### src/logic/rse_pkg.sv
/*
 Package for the rotate / literal-subtract / sleep execution block: register
 offsets, reset values, opcode patterns, status layout and shared types.
 Assumes a single AHB-Lite master and one clock domain.
*/
// What this block does
// - The rotate-left opcode shifts the file register left, old bit 7 into carry, carry into bit 0.
// - A rotate with destination bit 0 writes the accumulator and leaves the file register alone.
// - A rotate with destination bit 1 writes the result back into the source file register.
// - The sleep opcode clears the powerdown flag in one single-cycle instruction.
// - The sleep opcode sets the timeout flag.
// - The sleep opcode clears the watchdog counter to zero and clears its prescaler.
// - The literal-subtract opcode computes the literal minus the accumulator in two's complement.
// - The literal-subtract result always goes to the accumulator.
// - The literal-subtract updates carry, nibble carry and zero from its result.
// - After subtraction carry is 1 for a zero or positive result and 0 on a borrow.
package rse_pkg;

	// ----------------------------------------------------------------
	// Register map (byte offsets)
	// ----------------------------------------------------------------
	localparam logic [7:0] RSE_OFF_INSTR = 8'h00;
	localparam logic [7:0] RSE_OFF_ACC = 8'h04;
	localparam logic [7:0] RSE_OFF_STATUS = 8'h08;
	localparam logic [7:0] RSE_OFF_WDOG = 8'h0c;
	localparam logic [1:0] RSE_FILE_REGION = 2'h1;
	localparam int RSE_FILE_DEPTH = 16;
	localparam int RSE_FILE_IDX_W = 4;

	// ----------------------------------------------------------------
	// Instruction fields and opcodes
	// ----------------------------------------------------------------
	localparam int RSE_INSTR_W = 14;
	localparam int RSE_DEST_BIT = 7;
	localparam logic [3:0] RSE_OP_ROT_LEFT = 4'hd;
	localparam logic [3:0] RSE_OP_ROT_RIGHT = 4'hc;
	localparam logic [1:0] RSE_PFX_FILE = 2'h0;
	localparam logic [1:0] RSE_PFX_LIT = 2'h3;
	localparam logic [2:0] RSE_OP_LIT_SUB = 3'h6;
	localparam logic [13:0] RSE_SLEEP_CODE = 14'h0063;

	// ----------------------------------------------------------------
	// Reset and clear values
	// ----------------------------------------------------------------
	localparam logic [7:0] RSE_ACC_RST = 8'h00;
	localparam logic [4:0] RSE_STATUS_RST = 5'h18;
	localparam logic [7:0] RSE_WDOG_CLR = 8'h00;
	localparam logic [7:0] RSE_PRESC_CLR = 8'h00;
	localparam logic [7:0] RSE_FILE_RST = 8'h00;

	// ----------------------------------------------------------------
	// Types
	// ----------------------------------------------------------------
	typedef struct packed {
		logic timeout;
		logic powerdown;
		logic zero;
		logic nibble;
		logic carry;
	} rse_status_t;

	typedef enum logic [1:0] {
		RSE_RUN = 2'b01,
		RSE_SLEEP = 2'b10
	} rse_state_t;

	typedef enum logic [4:0] {
		RSE_EX_NONE = 5'b00001,
		RSE_EX_ROTL = 5'b00010,
		RSE_EX_ROTR = 5'b00100,
		RSE_EX_SLEEP = 5'b01000,
		RSE_EX_SUB = 5'b10000
	} rse_exec_t;

	typedef struct packed {
		logic active;
		logic write;
		logic [7:0] addr;
		logic upper_zero;
	} rse_dphase_t;

endpackage

### src/logic/rse_core.sv
/*
 Execution block for rotate-through-carry, literal-minus-accumulator and
 sleep, with its accumulator, a small file register bank, status flags and
 watchdog, all reached over an AHB-Lite slave port.
 Assumes one AHB-Lite master, hclk at 100 MHz, and that clk_en stays high
 while a bus transfer is in flight.
*/
`timescale 1ns/1ps

module rse_core
	import rse_pkg::*;
(
	input wire logic hclk,
	input wire logic hresetn,
	input wire logic clk_en,
	input wire logic hsel,
	input wire logic [31:0] haddr,
	input wire logic [1:0] htrans,
	input wire logic hwrite,
	input wire logic [2:0] hsize,
	input wire logic [31:0] hwdata,
	input wire logic hready,
	output logic [31:0] hrdata,
	output logic hreadyout,
	output logic hresp,
	input wire logic wake_pin,
	output logic core_asleep,
	output logic osc_run
);

	// ----------------------------------------------------------------
	// Decode helpers
	// ----------------------------------------------------------------
	function automatic logic [2:0] reg_sel(input logic [7:0] a, input logic up0);
		// 0 none, 1 instr, 2 acc, 3 status, 4 wdog, 5 file
		if (!up0) begin
			reg_sel = 3'h0;
		end else if (a[7:6] == RSE_FILE_REGION) begin
			reg_sel = 3'h5;
		end else if (a == RSE_OFF_INSTR) begin
			reg_sel = 3'h1;
		end else if (a == RSE_OFF_ACC) begin
			reg_sel = 3'h2;
		end else if (a == RSE_OFF_STATUS) begin
			reg_sel = 3'h3;
		end else if (a == RSE_OFF_WDOG) begin
			reg_sel = 3'h4;
		end else begin
			reg_sel = 3'h0;
		end
	endfunction

	function automatic rse_exec_t exec_decode(input logic [13:0] ins);
		if (ins == RSE_SLEEP_CODE) begin
			exec_decode = RSE_EX_SLEEP;
		end else if (ins[13:12] == RSE_PFX_FILE && ins[11:8] == RSE_OP_ROT_LEFT) begin
			exec_decode = RSE_EX_ROTL;
		end else if (ins[13:12] == RSE_PFX_FILE && ins[11:8] == RSE_OP_ROT_RIGHT) begin
			exec_decode = RSE_EX_ROTR;
		end else if (ins[13:12] == RSE_PFX_LIT && ins[11:9] == RSE_OP_LIT_SUB) begin
			exec_decode = RSE_EX_SUB;
		end else begin
			exec_decode = RSE_EX_NONE;
		end
	endfunction

	// ----------------------------------------------------------------
	// State
	// ----------------------------------------------------------------
	rse_dphase_t dphase_reg;
	logic read_wait_reg;
	logic [31:0] hrdata_reg;
	logic [7:0] acc_reg;
	logic [7:0] file_mem [RSE_FILE_DEPTH];
	rse_status_t status_reg;
	logic [7:0] wdog_reg;
	logic [7:0] presc_reg;
	rse_state_t state_reg;
	logic [1:0] wake_sync_reg;

	logic addr_take;
	logic [2:0] dsel;
	logic [RSE_FILE_IDX_W-1:0] dfile_idx;
	logic bus_wr;
	logic [13:0] instr;
	rse_exec_t exec_op;
	logic exec_fire;
	logic [RSE_FILE_IDX_W-1:0] op_idx;
	logic [7:0] operand;
	logic [7:0] literal;
	logic [7:0] result;
	logic carry_next;
	logic nibble_next;
	logic [8:0] sub_full;
	logic [4:0] sub_low;
	logic wdog_wrap;
	logic wake;

	// ----------------------------------------------------------------
	// AHB-Lite slave
	// ----------------------------------------------------------------
	assign addr_take = hsel && hready && htrans[1];
	assign dsel = reg_sel(dphase_reg.addr, dphase_reg.upper_zero);
	assign dfile_idx = dphase_reg.addr[RSE_FILE_IDX_W+1:2];
	assign bus_wr = dphase_reg.active && dphase_reg.write;
	// Reads take one wait state so that hrdata comes from a flop and
	// still sees a write made in the cycle just before.
	assign hreadyout = !(dphase_reg.active && !dphase_reg.write && !read_wait_reg);
	assign hresp = 1'b0;
	assign hrdata = hrdata_reg;

	always_ff @(posedge hclk or negedge hresetn) begin
		if (!hresetn) begin
			dphase_reg <= '0;
		end else if (clk_en) begin
			if (hreadyout) begin
				dphase_reg.active <= addr_take;
				dphase_reg.write <= hwrite;
				dphase_reg.addr <= haddr[7:0];
				dphase_reg.upper_zero <= (haddr[31:8] == 24'h00_0000);
			end
		end
	end

	always_ff @(posedge hclk or negedge hresetn) begin
		if (!hresetn) begin
			read_wait_reg <= 1'b0;
		end else if (clk_en) begin
			read_wait_reg <= dphase_reg.active && !dphase_reg.write && !read_wait_reg;
		end
	end

	always_ff @(posedge hclk or negedge hresetn) begin
		if (!hresetn) begin
			hrdata_reg <= 32'h0000_0000;
		end else if (clk_en && dphase_reg.active && !dphase_reg.write && !read_wait_reg) begin
			unique case (dsel)
				3'h2: hrdata_reg <= {24'h00_0000, acc_reg};
				3'h3: hrdata_reg <= {27'h000_0000, status_reg};
				3'h4: hrdata_reg <= {16'h0000, presc_reg, wdog_reg};
				3'h5: hrdata_reg <= {24'h00_0000, file_mem[dfile_idx]};
				3'h1: hrdata_reg <= {31'h0000_0000, state_reg == RSE_SLEEP};
				default: hrdata_reg <= 32'h0000_0000;
			endcase
		end
	end

	// ----------------------------------------------------------------
	// Instruction execution
	// ----------------------------------------------------------------
	assign instr = hwdata[RSE_INSTR_W-1:0];
	assign exec_op = exec_decode(instr);
	// Instructions written while asleep are dropped
	assign exec_fire = bus_wr && dsel == 3'h1 && state_reg == RSE_RUN;
	// Only 16 file registers exist: the file address wraps on its low bits
	assign op_idx = instr[RSE_FILE_IDX_W-1:0];
	assign operand = file_mem[op_idx];
	assign literal = instr[7:0];
	assign sub_full = {1'b0, literal} + {1'b0, ~acc_reg} + 9'h001;
	assign sub_low = {1'b0, literal[3:0]} + {1'b0, ~acc_reg[3:0]} + 5'h01;

	always_comb begin
		result = operand;
		carry_next = status_reg.carry;
		nibble_next = status_reg.nibble;
		unique case (exec_op)
			RSE_EX_ROTL: begin
				result = {operand[6:0], status_reg.carry};
				carry_next = operand[7];
			end
			RSE_EX_ROTR: begin
				result = {status_reg.carry, operand[7:1]};
				carry_next = operand[0];
			end
			RSE_EX_SUB: begin
				result = sub_full[7:0];
				carry_next = sub_full[8];
				nibble_next = sub_low[4];
			end
			RSE_EX_SLEEP, RSE_EX_NONE: begin
				result = operand;
			end
		endcase
	end

	always_ff @(posedge hclk or negedge hresetn) begin
		if (!hresetn) begin
			acc_reg <= RSE_ACC_RST;
		end else if (clk_en) begin
			if (exec_fire && exec_op == RSE_EX_SUB) begin
				acc_reg <= result;
			end else if (exec_fire && (exec_op == RSE_EX_ROTL || exec_op == RSE_EX_ROTR)
				&& !instr[RSE_DEST_BIT]) begin
				acc_reg <= result;
			end else if (bus_wr && dsel == 3'h2) begin
				acc_reg <= hwdata[7:0];
			end
		end
	end

	for (genvar i = 0; i < RSE_FILE_DEPTH; i++) begin : g_file
		always_ff @(posedge hclk or negedge hresetn) begin
			if (!hresetn) begin
				file_mem[i] <= RSE_FILE_RST;
			end else if (clk_en) begin
				if (exec_fire && (exec_op == RSE_EX_ROTL || exec_op == RSE_EX_ROTR)
					&& instr[RSE_DEST_BIT] && op_idx == RSE_FILE_IDX_W'(i)) begin
					file_mem[i] <= result;
				end else if (bus_wr && dsel == 3'h5 && dfile_idx == RSE_FILE_IDX_W'(i)) begin
					file_mem[i] <= hwdata[7:0];
				end
			end
		end
	end

	// ----------------------------------------------------------------
	// Status flags
	// ----------------------------------------------------------------
	always_ff @(posedge hclk or negedge hresetn) begin
		if (!hresetn) begin
			status_reg <= RSE_STATUS_RST;
		end else if (clk_en) begin
			if (exec_fire) begin
				status_reg.carry <= carry_next;
				status_reg.nibble <= nibble_next;
				if (exec_op == RSE_EX_SUB) begin
					status_reg.zero <= (sub_full[7:0] == 8'h00);
				end
			end else if (bus_wr && dsel == 3'h3) begin
				// Software may preset the arithmetic flags only
				status_reg.carry <= hwdata[0];
				status_reg.nibble <= hwdata[1];
				status_reg.zero <= hwdata[2];
			end
			if (exec_fire && exec_op == RSE_EX_SLEEP) begin
				status_reg.powerdown <= 1'b0;
				status_reg.timeout <= 1'b1;
			end else if (wdog_wrap) begin
				status_reg.timeout <= 1'b0;
			end
		end
	end

	// ----------------------------------------------------------------
	// Watchdog counter and prescaler
	// ----------------------------------------------------------------
	assign wdog_wrap = (wdog_reg == 8'hff) && (presc_reg == 8'hff);

	always_ff @(posedge hclk or negedge hresetn) begin
		if (!hresetn) begin
			wdog_reg <= RSE_WDOG_CLR;
			presc_reg <= RSE_PRESC_CLR;
		end else if (clk_en) begin
			// Sleep clear wins over the running count
			if (exec_fire && exec_op == RSE_EX_SLEEP) begin
				wdog_reg <= RSE_WDOG_CLR;
				presc_reg <= RSE_PRESC_CLR;
			end else begin
				presc_reg <= presc_reg + 8'h01;
				if (presc_reg == 8'hff) begin
					wdog_reg <= wdog_reg + 8'h01;
				end
			end
		end
	end

	// ----------------------------------------------------------------
	// Run / sleep control
	// ----------------------------------------------------------------
	always_ff @(posedge hclk or negedge hresetn) begin
		if (!hresetn) begin
			wake_sync_reg <= 2'h0;
		end else if (clk_en) begin
			wake_sync_reg <= {wake_sync_reg[0], wake_pin};
		end
	end

	assign wake = wake_sync_reg[1] || wdog_wrap;

	always_ff @(posedge hclk or negedge hresetn) begin
		if (!hresetn) begin
			state_reg <= RSE_RUN;
		end else if (clk_en) begin
			unique case (state_reg)
				RSE_RUN: begin
					if (exec_fire && exec_op == RSE_EX_SLEEP) begin
						state_reg <= RSE_SLEEP;
					end
				end
				RSE_SLEEP: begin
					if (wake) begin
						state_reg <= RSE_RUN;
					end
				end
				default: state_reg <= RSE_RUN;
			endcase
		end
	end

	// The watchdog keeps hclk-based counting in sleep; only the core
	// oscillator request drops, the block itself is not clock gated here.
	always_ff @(posedge hclk or negedge hresetn) begin
		if (!hresetn) begin
			core_asleep <= 1'b0;
			osc_run <= 1'b1;
		end else if (clk_en) begin
			core_asleep <= (state_reg == RSE_SLEEP);
			osc_run <= (state_reg != RSE_SLEEP);
		end
	end

	logic unused_ok;
	assign unused_ok = ^{hsize, hwdata[31:RSE_INSTR_W]};

endmodule // rse_core

### config.mk
export PLATFORM = sky130hd
export DESIGN_NAME = rse_core
export DESIGN_NICKNAME = d
export VERILOG_FILES = /design/src/logic/rse_pkg.sv /design/src/logic/rse_core.sv
export SDC_FILE = /design/constraint.sdc
export NUM_CORES = 1
export LEC_CHECK = 0
export BUFFER_PORTS_ARGS = -buffer_cell sky130_fd_sc_hd__buf_2
export CORE_ASPECT_RATIO = 0.5
export CORE_MARGIN = 4
export CORE_UTILIZATION = 35
export CTS_BUF_LIST = sky130_fd_sc_hd__clkbuf_2 sky130_fd_sc_hd__clkbuf_4 sky130_fd_sc_hd__clkbuf_8
export CTS_CLUSTER_SIZE = 40
export DETAILED_ROUTE_END_ITERATION = 10
export GPL_ROUTABILITY_DRIVEN = 1
export PLACE_DENSITY = 0.49
export SLEW_MARGIN = 20
export SYNTH_ARGS = -nofsm -noshare
export SYNTH_HDL_FRONTEND = slang
export SYNTH_SLANG_ARGS = --single-unit
### constraint.sdc
create_clock -name hclk -period 3.9 [get_ports hclk]
set_input_delay 0.585 -clock hclk [delete_from_list [all_inputs] [get_ports hclk]]
set_output_delay 0.585 -clock hclk [all_outputs]
set_load 0.03 [all_outputs]
==> metrics.md, run 1 <==
| Metric | Value |
|---|---|
| Leakage power | 6.334 nW |
| Cells after Synth | ~1300 |
| Largest fanout of any net on the critical path | 17 |
| Total detailed-routing wirelength | 48430 um |
| Post-route clock period utilization | 82.50% |
| Initial core utilization | between 30% and 40% |
| Run status | finished, final reports clean |
| Post-cts repair resize count | 0 |
| Final hold violations | 0 |
| Cell at the root of the clock tree | sky130_fd_sc_hd__clkbuf_8 |
| Ordered cell list for the critical path | or4_4 -> or4b_1 -> or2_2 -> nor3_4 -> nand2_1 -> nand3_1 -> o31ai_1 |
| Worst min path class | in -> async |
| Max H-tree Level | 4 |
| Kind of cell adding the most delay to the critical path | simple AND/OR/NAND/NOR gates |
| Routed vias/inst | 6.040 |
| Number of unique standard cell types used by synthesis | 78 |
| Worst Tran Pin Value | around 1.2 ns |
| Most frequently used flop master after synthesis | sky130_fd_sc_hd__dfrtp_1 |
| Highest clock rate | 0.3108 GHz |
| TritonCTS clock tree | done |
| Worst slew slack as a fraction of its limit | 22.18% |
| Number of max-cap violations | 0 |
| Cell area after synthesis | 12300 sq um |
| Place WS | around 0.37 ns |
| First-pass GRT wire length | 71730 um |
| Weighted congestion at the end of routability-driven global placement | 1.002 |
| Number of cells in the finished layout apart from fillers | 1832 |
| Wirelength per Cell | between 20 and 30 um |
| Post-route DRC violation count | 0 |
| Largest stage delay, worst path | 0.85 ns |
| Floorplan die area | 38390 sq um |
| Number of sinks on the clock net | 191 |
| Number of flip-flops and latches in the synthesized netlist | roughly 190 |
| Post-layout worst setup margin | 0.6826 ns |
| Overall fraction of global-route tracks in use | 25.14% |
| Utilization of the core after routing | 40.49% |
| Internal power consumption | 3.018 mW |
| Final HPWL from detailed placement | between 30000 and 40000 um |
| Element type at the critical path start | flop |
| Total overflow reported by the global router | 0 |
| Share of synthesized area occupied by flip-flops and latches | 38.89% |
| Quantity of I/O buffers inserted on ports | 72 |
| Post-layout nets | 1431 |
| Combinational share of power | between 20% and 30% |
| Diode count | 0 |
| Clock share of power | 31.9% |
| Area growth syn-to-layout | 13.87% |
| Count of flip-flops with a built-in enable after synthesis | 0 |
| Area contributors post-synth | sky130_fd_sc_hd__dfrtp_1 (38%), sky130_fd_sc_hd__mux2i_1 (11%), sky130_fd_sc_hd__mux4_2 (7.7%) |
| Core Region | between 30000 and 40000 sq um |
| Worst-case clock skew | 0.03344 ns |
| Critical path data required time | 4.30 ns |
| Sequential group share of total power | 45.4% |
| Maximum number of pins on one net before global-route repair | 88 |
| Die span in x | 273.1 um |
| TritonCTS Buffers | 17 |
| Deepest clock path buffer count | 2 |
| Max Transition Viols Final | 0 |
| Number of antenna violations at the first check in global routing | 2 |
| Ratio of total power to cell area | about 330 nW/um^2 |
| Switching share of power | roughly 35% |
| Peak supply drop | 0.2247 mV |
| Violation count after the first detailed-route iteration | 1213 |
| Flip-flop count of the largest register, all copies and words added | 128 |
| Number of global-route vias before repair | 10630 |
| Top-Level Pins | 112 |
| Worst Setup End Kind | flop |
| Post-CTS clock slew at the launch and capture registers of the worst setup and hold paths | 0.11 ns |
| Count of standard-cell rows | 48 |
| Most frequent cells in the layout | sky130_fd_sc_hd__dfrtp_1 (185), sky130_fd_sc_hd__mux2i_1 (139), sky130_fd_sc_hd__nand2_1 (98) |
| Number of inserted filler cells in the final layout | 3437 |
| # placed instances | 1800 |
| YS warnings | 0 |
| Most common library cell in the layout ignoring fill and taps | sky130_fd_sc_hd__dfrtp_1 |
| Vertical extent of the die | 140.6 um |
| Clock latency reported for the late side of the worst-skew pair | 0.54 ns |
| Number of buffers and inverters on the critical path | 0 |
| Max stage delay cell, worst path | sky130_fd_sc_hd__or4b_1 |
| First drt pass iteration count | 5 |
| Post-CTS setup buffer count | 0 |
| Final Setup Violations | 0 |
| Class of the most critical setup path | reg -> reg |
| Share of the synthesized area in the top cell type | 38.04% |
| Antenna Nets Post-Route | 0 |
| Post-synth ARST share | 100.0% |
| Setup repair after global routing missed its margin | no |
| WP data arrival | 3.61 ns |
| NetSw | approximately 1.7 mW |
| Final-layout setup total negative slack | 0 ns |
| Area leader, netlist | sky130_fd_sc_hd__dfrtp_1 |
| Post-cts hold buffer count | 0 |
| Mean instance size in the synthesized netlist | 9.810 sq um |
| Minimum period implied by the final worst setup slack | 3.217 ns |
| Fraction of final layout cells sized beyond drive strength 1 | 21.96% |
| Via count | 11070 |
-- synth_stat cells, types with 5 or more instances --
cell type,count
sky130_fd_sc_hd__o21ai_0,75
sky130_fd_sc_hd__nor4_1,19
sky130_fd_sc_hd__dfrtp_1,187
sky130_fd_sc_hd__o22ai_1,19
sky130_fd_sc_hd__nand2b_1,11
sky130_fd_sc_hd__and4_1,5
sky130_fd_sc_hd__clkbuf_1,49
sky130_fd_sc_hd__a21oi_1,94
sky130_fd_sc_hd__ha_1,10
sky130_fd_sc_hd__buf_2,24
sky130_fd_sc_hd__buf_4,17
sky130_fd_sc_hd__a22oi_1,30
sky130_fd_sc_hd__nor2_1,89
sky130_fd_sc_hd__o21a_1,8
sky130_fd_sc_hd__inv_1,26
sky130_fd_sc_hd__xnor2_1,5
sky130_fd_sc_hd__nor2b_1,10
sky130_fd_sc_hd__and2_1,6
sky130_fd_sc_hd__mux2_2,35
sky130_fd_sc_hd__a22o_1,13
sky130_fd_sc_hd__buf_1,7
sky130_fd_sc_hd__nand2_1,98
sky130_fd_sc_hd__nor3_1,14
sky130_fd_sc_hd__nand3b_1,5
sky130_fd_sc_hd__o211ai_1,10
sky130_fd_sc_hd__a211oi_1,10
sky130_fd_sc_hd__xor2_1,8
sky130_fd_sc_hd__o31ai_1,11
sky130_fd_sc_hd__nor2_2,5
sky130_fd_sc_hd__nand4_1,19
sky130_fd_sc_hd__nand3_1,37
sky130_fd_sc_hd__o21ai_1,14
sky130_fd_sc_hd__or2_2,7
sky130_fd_sc_hd__mux4_2,42
sky130_fd_sc_hd__or3_1,9
sky130_fd_sc_hd__o221ai_1,11
sky130_fd_sc_hd__mux2i_1,139
-- worst paths after layout --
path | slack [ns] | cells past startpoint | from | end
setup / recovery | 0.68 | 7 | dphase_reg[2]$_DFFE_PN0P_ | wdog_reg[0]$_DFFE_PN0P_
hold / removal | 0.09 | 1 | hresetn | presc_reg[0]$_DFFE_PN0P_
setup reg to reg | 0.68 | 7 | dphase_reg[2]$_DFFE_PN0P_ | wdog_reg[0]$_DFFE_PN0P_
hold reg to reg | 0.47 | 2 | status_reg[4]$_DFFE_PN1P_ | status_reg[4]$_DFFE_PN1P_
max in group asynchronous | 2.86 | 2 | hresetn | file_mem[120]$_DFFE_PN0P_
min in group hclk | 0.29 | 2 | haddr[2] | dfile_idx[0]$_DFFE_PN0P_
-- area by class of cell --
cell class              instances  area (sq um)  area share [%]
flip-flops and latches        191          4787           34.17
clock buffers                  17         234.0           1.670
well taps                     475         594.3           4.243
inverters                      30         112.6          0.8039
multi-input cells             952          7025           50.15
repair buffers                152          1060           7.565
clock inverters                15         195.2           1.393
-- stage by stage --
stage / instance area, sq um / hold WS, ns / power, mW
floorplan: 12360 / 0.2894 / 2.750
global placement: 13580 / 0.4524 / 3.187
detailed placement: 13580 / 0.4496 / 3.199
CTS: 14010 / 0.09952 / 4.687
global route: 14010 / 0.1232 / 4.858
finish: 14010 / 0.08684 / 4.671
-- power groups by stage --
stage	sequential (mW)	combinational [mW]	clock [mW]
2_1_floorplan	2.13	0.615	0
3_3_place_gp	2.16	1.03	0
3_5_place_dp	2.16	1.04	0
4_1_cts	2.12	1.04	1.52
5_1_grt	2.13	1.12	1.61
6_report	2.12	1.06	1.49
-- logic make-up after synthesis --
family	count (synthesis)	synth area share (%)
buf+inv	127	4.638
compound gates	333	17.04
xor+xnor	13	0.9256
flops	191	38.89
other cells	1	0.03048
simple gates	361	15.00
mux	217	22.29
fa+ha+maj	11	1.180
-- layer usage --
metal	wire length [um]	part of all wire, %	vias up	global-route usage, %
li1	-	-	4874	-
met1	21450	44	5625	35.40
met2	21140	44	503	37.99
met3	4997	10	57	7.823
met4	751	1.6	6	5.546
met5	91	0.19	-	1.253
No activity file was read; power rests on OpenSTA's default activity.
==> inputs of run 2 (changes only) <==
- PLACE_DENSITY: 0.49 -> 0.51
- clock period: 3.9 -> 2.85 ns (I/O delays scaled with it)
==> metrics.md, run 2 (synthesized netlist as in run 1, its figures left out) <==
| Metric | Value |
|---|---|
| Routed vias/inst | 5.939 (was 6.040) |
| Area growth syn-to-layout | 25.00% (was 13.87%) |
| Run status | finished, final reports clean (unchanged) |
| Number of global-route vias before repair | 11420 (was 10630) |
| Floorplan die area | 38390 sq um (unchanged) |
| Element type at the critical path start | flop (unchanged) |
| Deepest clock path buffer count | 2 (unchanged) |
| Weighted congestion at the end of routability-driven global placement | 0.9846 (was 1.002) |
| Number of max-cap violations | 0 (unchanged) |
| Met2 routed wirelength | 22760 um (was 21140 um) |
| Crit Reg-Reg Startpoint | dphase_reg[2]$_DFFE_PN0P_ (unchanged) |
| Worst Tran Pin Value | 1.158 ns (was 1.159 ns) |
| Place WS | -0.1959 ns (was 0.3694 ns) |
| Final HPWL from detailed placement | 38590 um (was 36290 um) |
| Total overflow reported by the global router | 0 (unchanged) |
| Peak supply drop | 0.2957 mV (was 0.2247 mV) |
| Worst hold start | haddr[1] |
| Count of standard-cell rows | 48 (unchanged) |
| Wirelength per Cell | 25.80 um (was 26.44 um) |
| Minimum period implied by the final worst setup slack | 2.828 ns (was 3.217 ns) |
| Largest fanout of any net on the critical path | 7 (was 17) |
| Total detailed-routing wirelength | 50700 um (was 48430 um) |
| First drt pass iteration count | 5 (unchanged) |
| Post-route DRC violation count | 0 (unchanged) |
| Cell at the root of the clock tree | sky130_fd_sc_hd__clkbuf_8 (unchanged) |
| Depth of the worst register-to-register path | 9 (was 7) |
| Post-layout nets | 1563 (was 1431) |
| Routed length on met1 | 22570 um (was 21450 um) |
| Number of sinks on the clock net | 191 (unchanged) |
| Topmost layer with routed signal wires | met4 (was met5) |
| Die span in x | 273.1 um (unchanged) |
| Vertical extent of the die | 140.6 um (unchanged) |
| Hold Path Stages | 2 |
| Worst min path class | in -> reg (was in -> async) |
| Clock latency reported for the late side of the worst-skew pair | 0.52 ns (was 0.54 ns) |
| Post-route clock period utilization | 99.23% (was 82.50%) |
| Max H-tree Level | 4 (unchanged) |
| Final-layout setup total negative slack | 0 ns (unchanged) |
| Setup repair after global routing missed its margin | yes (was no) |
| Setup slack of the most critical reg-to-reg path | 0.02 ns (was 0.68 ns) |
| Total length of routed met3 wires | 4509 um (was 4997 um) |
| Leakage power | 7.050 nW (was 6.334 nW) |
| Worst slew slack as a fraction of its limit | 22.65% (was 22.18%) |
| Initial core utilization | 35.56% (unchanged) |
| Core Region | 34590 sq um (unchanged) |
| Ratio of total power to cell area | 415.6 nW/um^2 (was 333.5 nW/um^2) |
| Worst-case clock skew | 0.01199 ns (was 0.03344 ns) |
| Number of antenna violations at the first check in global routing | 0 (was 2) |
| Final hold violations | 0 (unchanged) |
| Maximum number of pins on one net before global-route repair | 68 (was 88) |
| Via count | 11670 (was 11070) |
| Overall fraction of global-route tracks in use | 26.09% (was 25.14%) |
| Most frequent cells in the layout | sky130_fd_sc_hd__dfrtp_1 (185), sky130_fd_sc_hd__buf_4 (183), sky130_fd_sc_hd__mux2i_1 (139) (was sky130_fd_sc_hd__dfrtp_1 (185), sky130_fd_sc_hd__mux2i_1 (139), sky130_fd_sc_hd__nand2_1 (98)) |
| Utilization of the core after routing | 44.45% (was 40.49%) |
| First-pass GRT wire length | 74750 um (was 71730 um) |
| Worst Hold Endpoint | dphase_reg[2]$_DFFE_PN0P_ |
| Fraction of final layout cells sized beyond drive strength 1 | 31.16% (was 21.96%) |
| Worst flop-to-flop path endpoint | file_mem[122]$_DFFE_PN0P_ (was wdog_reg[0]$_DFFE_PN0P_) |
| Worst Setup End Kind | flop (unchanged) |
| WP data arrival | 3.27 ns (was 3.61 ns) |
| Max Transition Viols Final | 0 (unchanged) |
| Final Setup Violations | 0 (unchanged) |
| Number of inserted filler cells in the final layout | 3379 (was 3437) |
| Antenna Nets Post-Route | 0 (unchanged) |
| Highest clock rate | 0.3536 GHz (was 0.3108 GHz) |
| Violation count after the first detailed-route iteration | 1161 (was 1213) |
| Most common library cell in the layout ignoring fill and taps | sky130_fd_sc_hd__dfrtp_1 (unchanged) |
| Flip-flop count of the largest register, all copies and words added | 128 (unchanged) |
| Quantity of I/O buffers inserted on ports | 72 (unchanged) |
| TritonCTS clock tree | done (unchanged) |
| Class of the most critical setup path | reg -> reg (unchanged) |
| Post-CTS clock slew at the launch and capture registers of the worst setup and hold paths | 0.11 ns (about the same) |
| Critical path data required time | 3.29 ns (was 4.30 ns) |
| Top-Level Pins | 112 (unchanged) |
| TritonCTS Buffers | 17 (unchanged) |
| Post-layout worst setup margin | 0.02199 ns (was 0.6826 ns) |
-- run 2: changes by cell type in the layout (fill, tap and decap cells not counted), moves of 5 or more --
cell                         delta
sky130_fd_sc_hd__nor4_1         -5
sky130_fd_sc_hd__buf_6          +9
sky130_fd_sc_hd__buf_4        +109
sky130_fd_sc_hd__buf_12        +11
sky130_fd_sc_hd__clkinvlp_4     +7
sky130_fd_sc_hd__o21ai_2        +6
sky130_fd_sc_hd__o21ai_0       -13
sky130_fd_sc_hd__inv_6          -5
sky130_fd_sc_hd__o21ai_1        +7
-- run 2: layer usage --
metal / vias up / global-route usage (%)
met5: - / 0
li1: 5131 / -
met3: 66 / 6.008
met1: 5927 / 37.16
met4: 0 / 6.308
met2: 546 / 40.40
-- run 2: area by class of cell --
class                           instances  area [sq um]  area share [%]
Antenna cell                            1         2.502         0.01627
Clock buffer                           19         255.2           1.660
Clock inverter                         13         131.4          0.8544
Inverter                               30         118.9          0.7730
Multi-Input combinational cell        952          7248           47.14
Sequential cell                       191          4787           31.13
Tap cell                              475         594.3           3.865
Timing Repair Buffer                  284          2240           14.56
-- run 2: worst max-delay path by stage --
stage | startpoint | endpoint | slack [ns] | cells after the start
finish | dphase_reg[2]$_DFFE_PN0P_ | file_mem[122]$_DFFE_PN0P_ | 0.02 | 9
global route | dphase_reg[2]$_DFFE_PN0P_ | file_mem[115]$_DFFE_PN0P_ | -0.05 | 10
CTS | dphase_reg[2]$_DFFE_PN0P_ | presc_reg[4]$_DFFE_PN0P_ | 0.01 | 10
detailed placement | hwdata[3] | file_mem[113]$_DFFE_PN0P_ | -0.20 | 10
global placement | hwdata[3] | file_mem[113]$_DFFE_PN0P_ | -0.17 | 10
floorplan | hwdata[4] | file_mem[71]$_DFFE_PN0P_ | 0.02 | 9
-- run 2: stage by stage --
stage	power [mW]	std cells	area, sq um	hold WS [ns]
floorplan	3.767	1270	12380	0.1319
global placement	4.507	1917	14600	0.4523
detailed placement	4.513	1917	14600	0.4527
CTS	6.373	1950	15030	0.1110
global route	6.612	1964	15370	0.1181
finish	6.391	1965	15380	0.1336
-- run 2: what timing repair did --
action / CTS / global route
endpoints found under the hold margin: 59 / 0
resized for setup: 7 / 64
hold buffers: 1 / 0
cloned: 0 / 2
buffers inserted: 0 / 12
setup endpoints to repair: 23 / 93
pin swaps: 0 / 8
-- run 2: worst max-delay path, stage by stage, from the launching register on --
cell and delay, ns:
sky130_fd_sc_hd__dfrtp_1 0.39, sky130_fd_sc_hd__or4_4 0.54, sky130_fd_sc_hd__or4_4 0.54, sky130_fd_sc_hd__buf_6 0.15
sky130_fd_sc_hd__nor3_4 0.15, sky130_fd_sc_hd__buf_6 0.17, sky130_fd_sc_hd__buf_4 0.12, sky130_fd_sc_hd__buf_4 0.11
sky130_fd_sc_hd__nand4_1 0.30, sky130_fd_sc_hd__o21ai_0 0.27
-- run 2: power by group --
part | switching (mW) | leakage, nW | internal (mW) | total, mW
logic | 1.01 | 4.29 | 0.617 | 1.63
registers | 0.0941 | 2.58 | 2.80 | 2.89
clock network | 1.13 | 0.179 | 0.740 | 1.87
total | 2.24 | 7.05 | 4.16 | 6.39
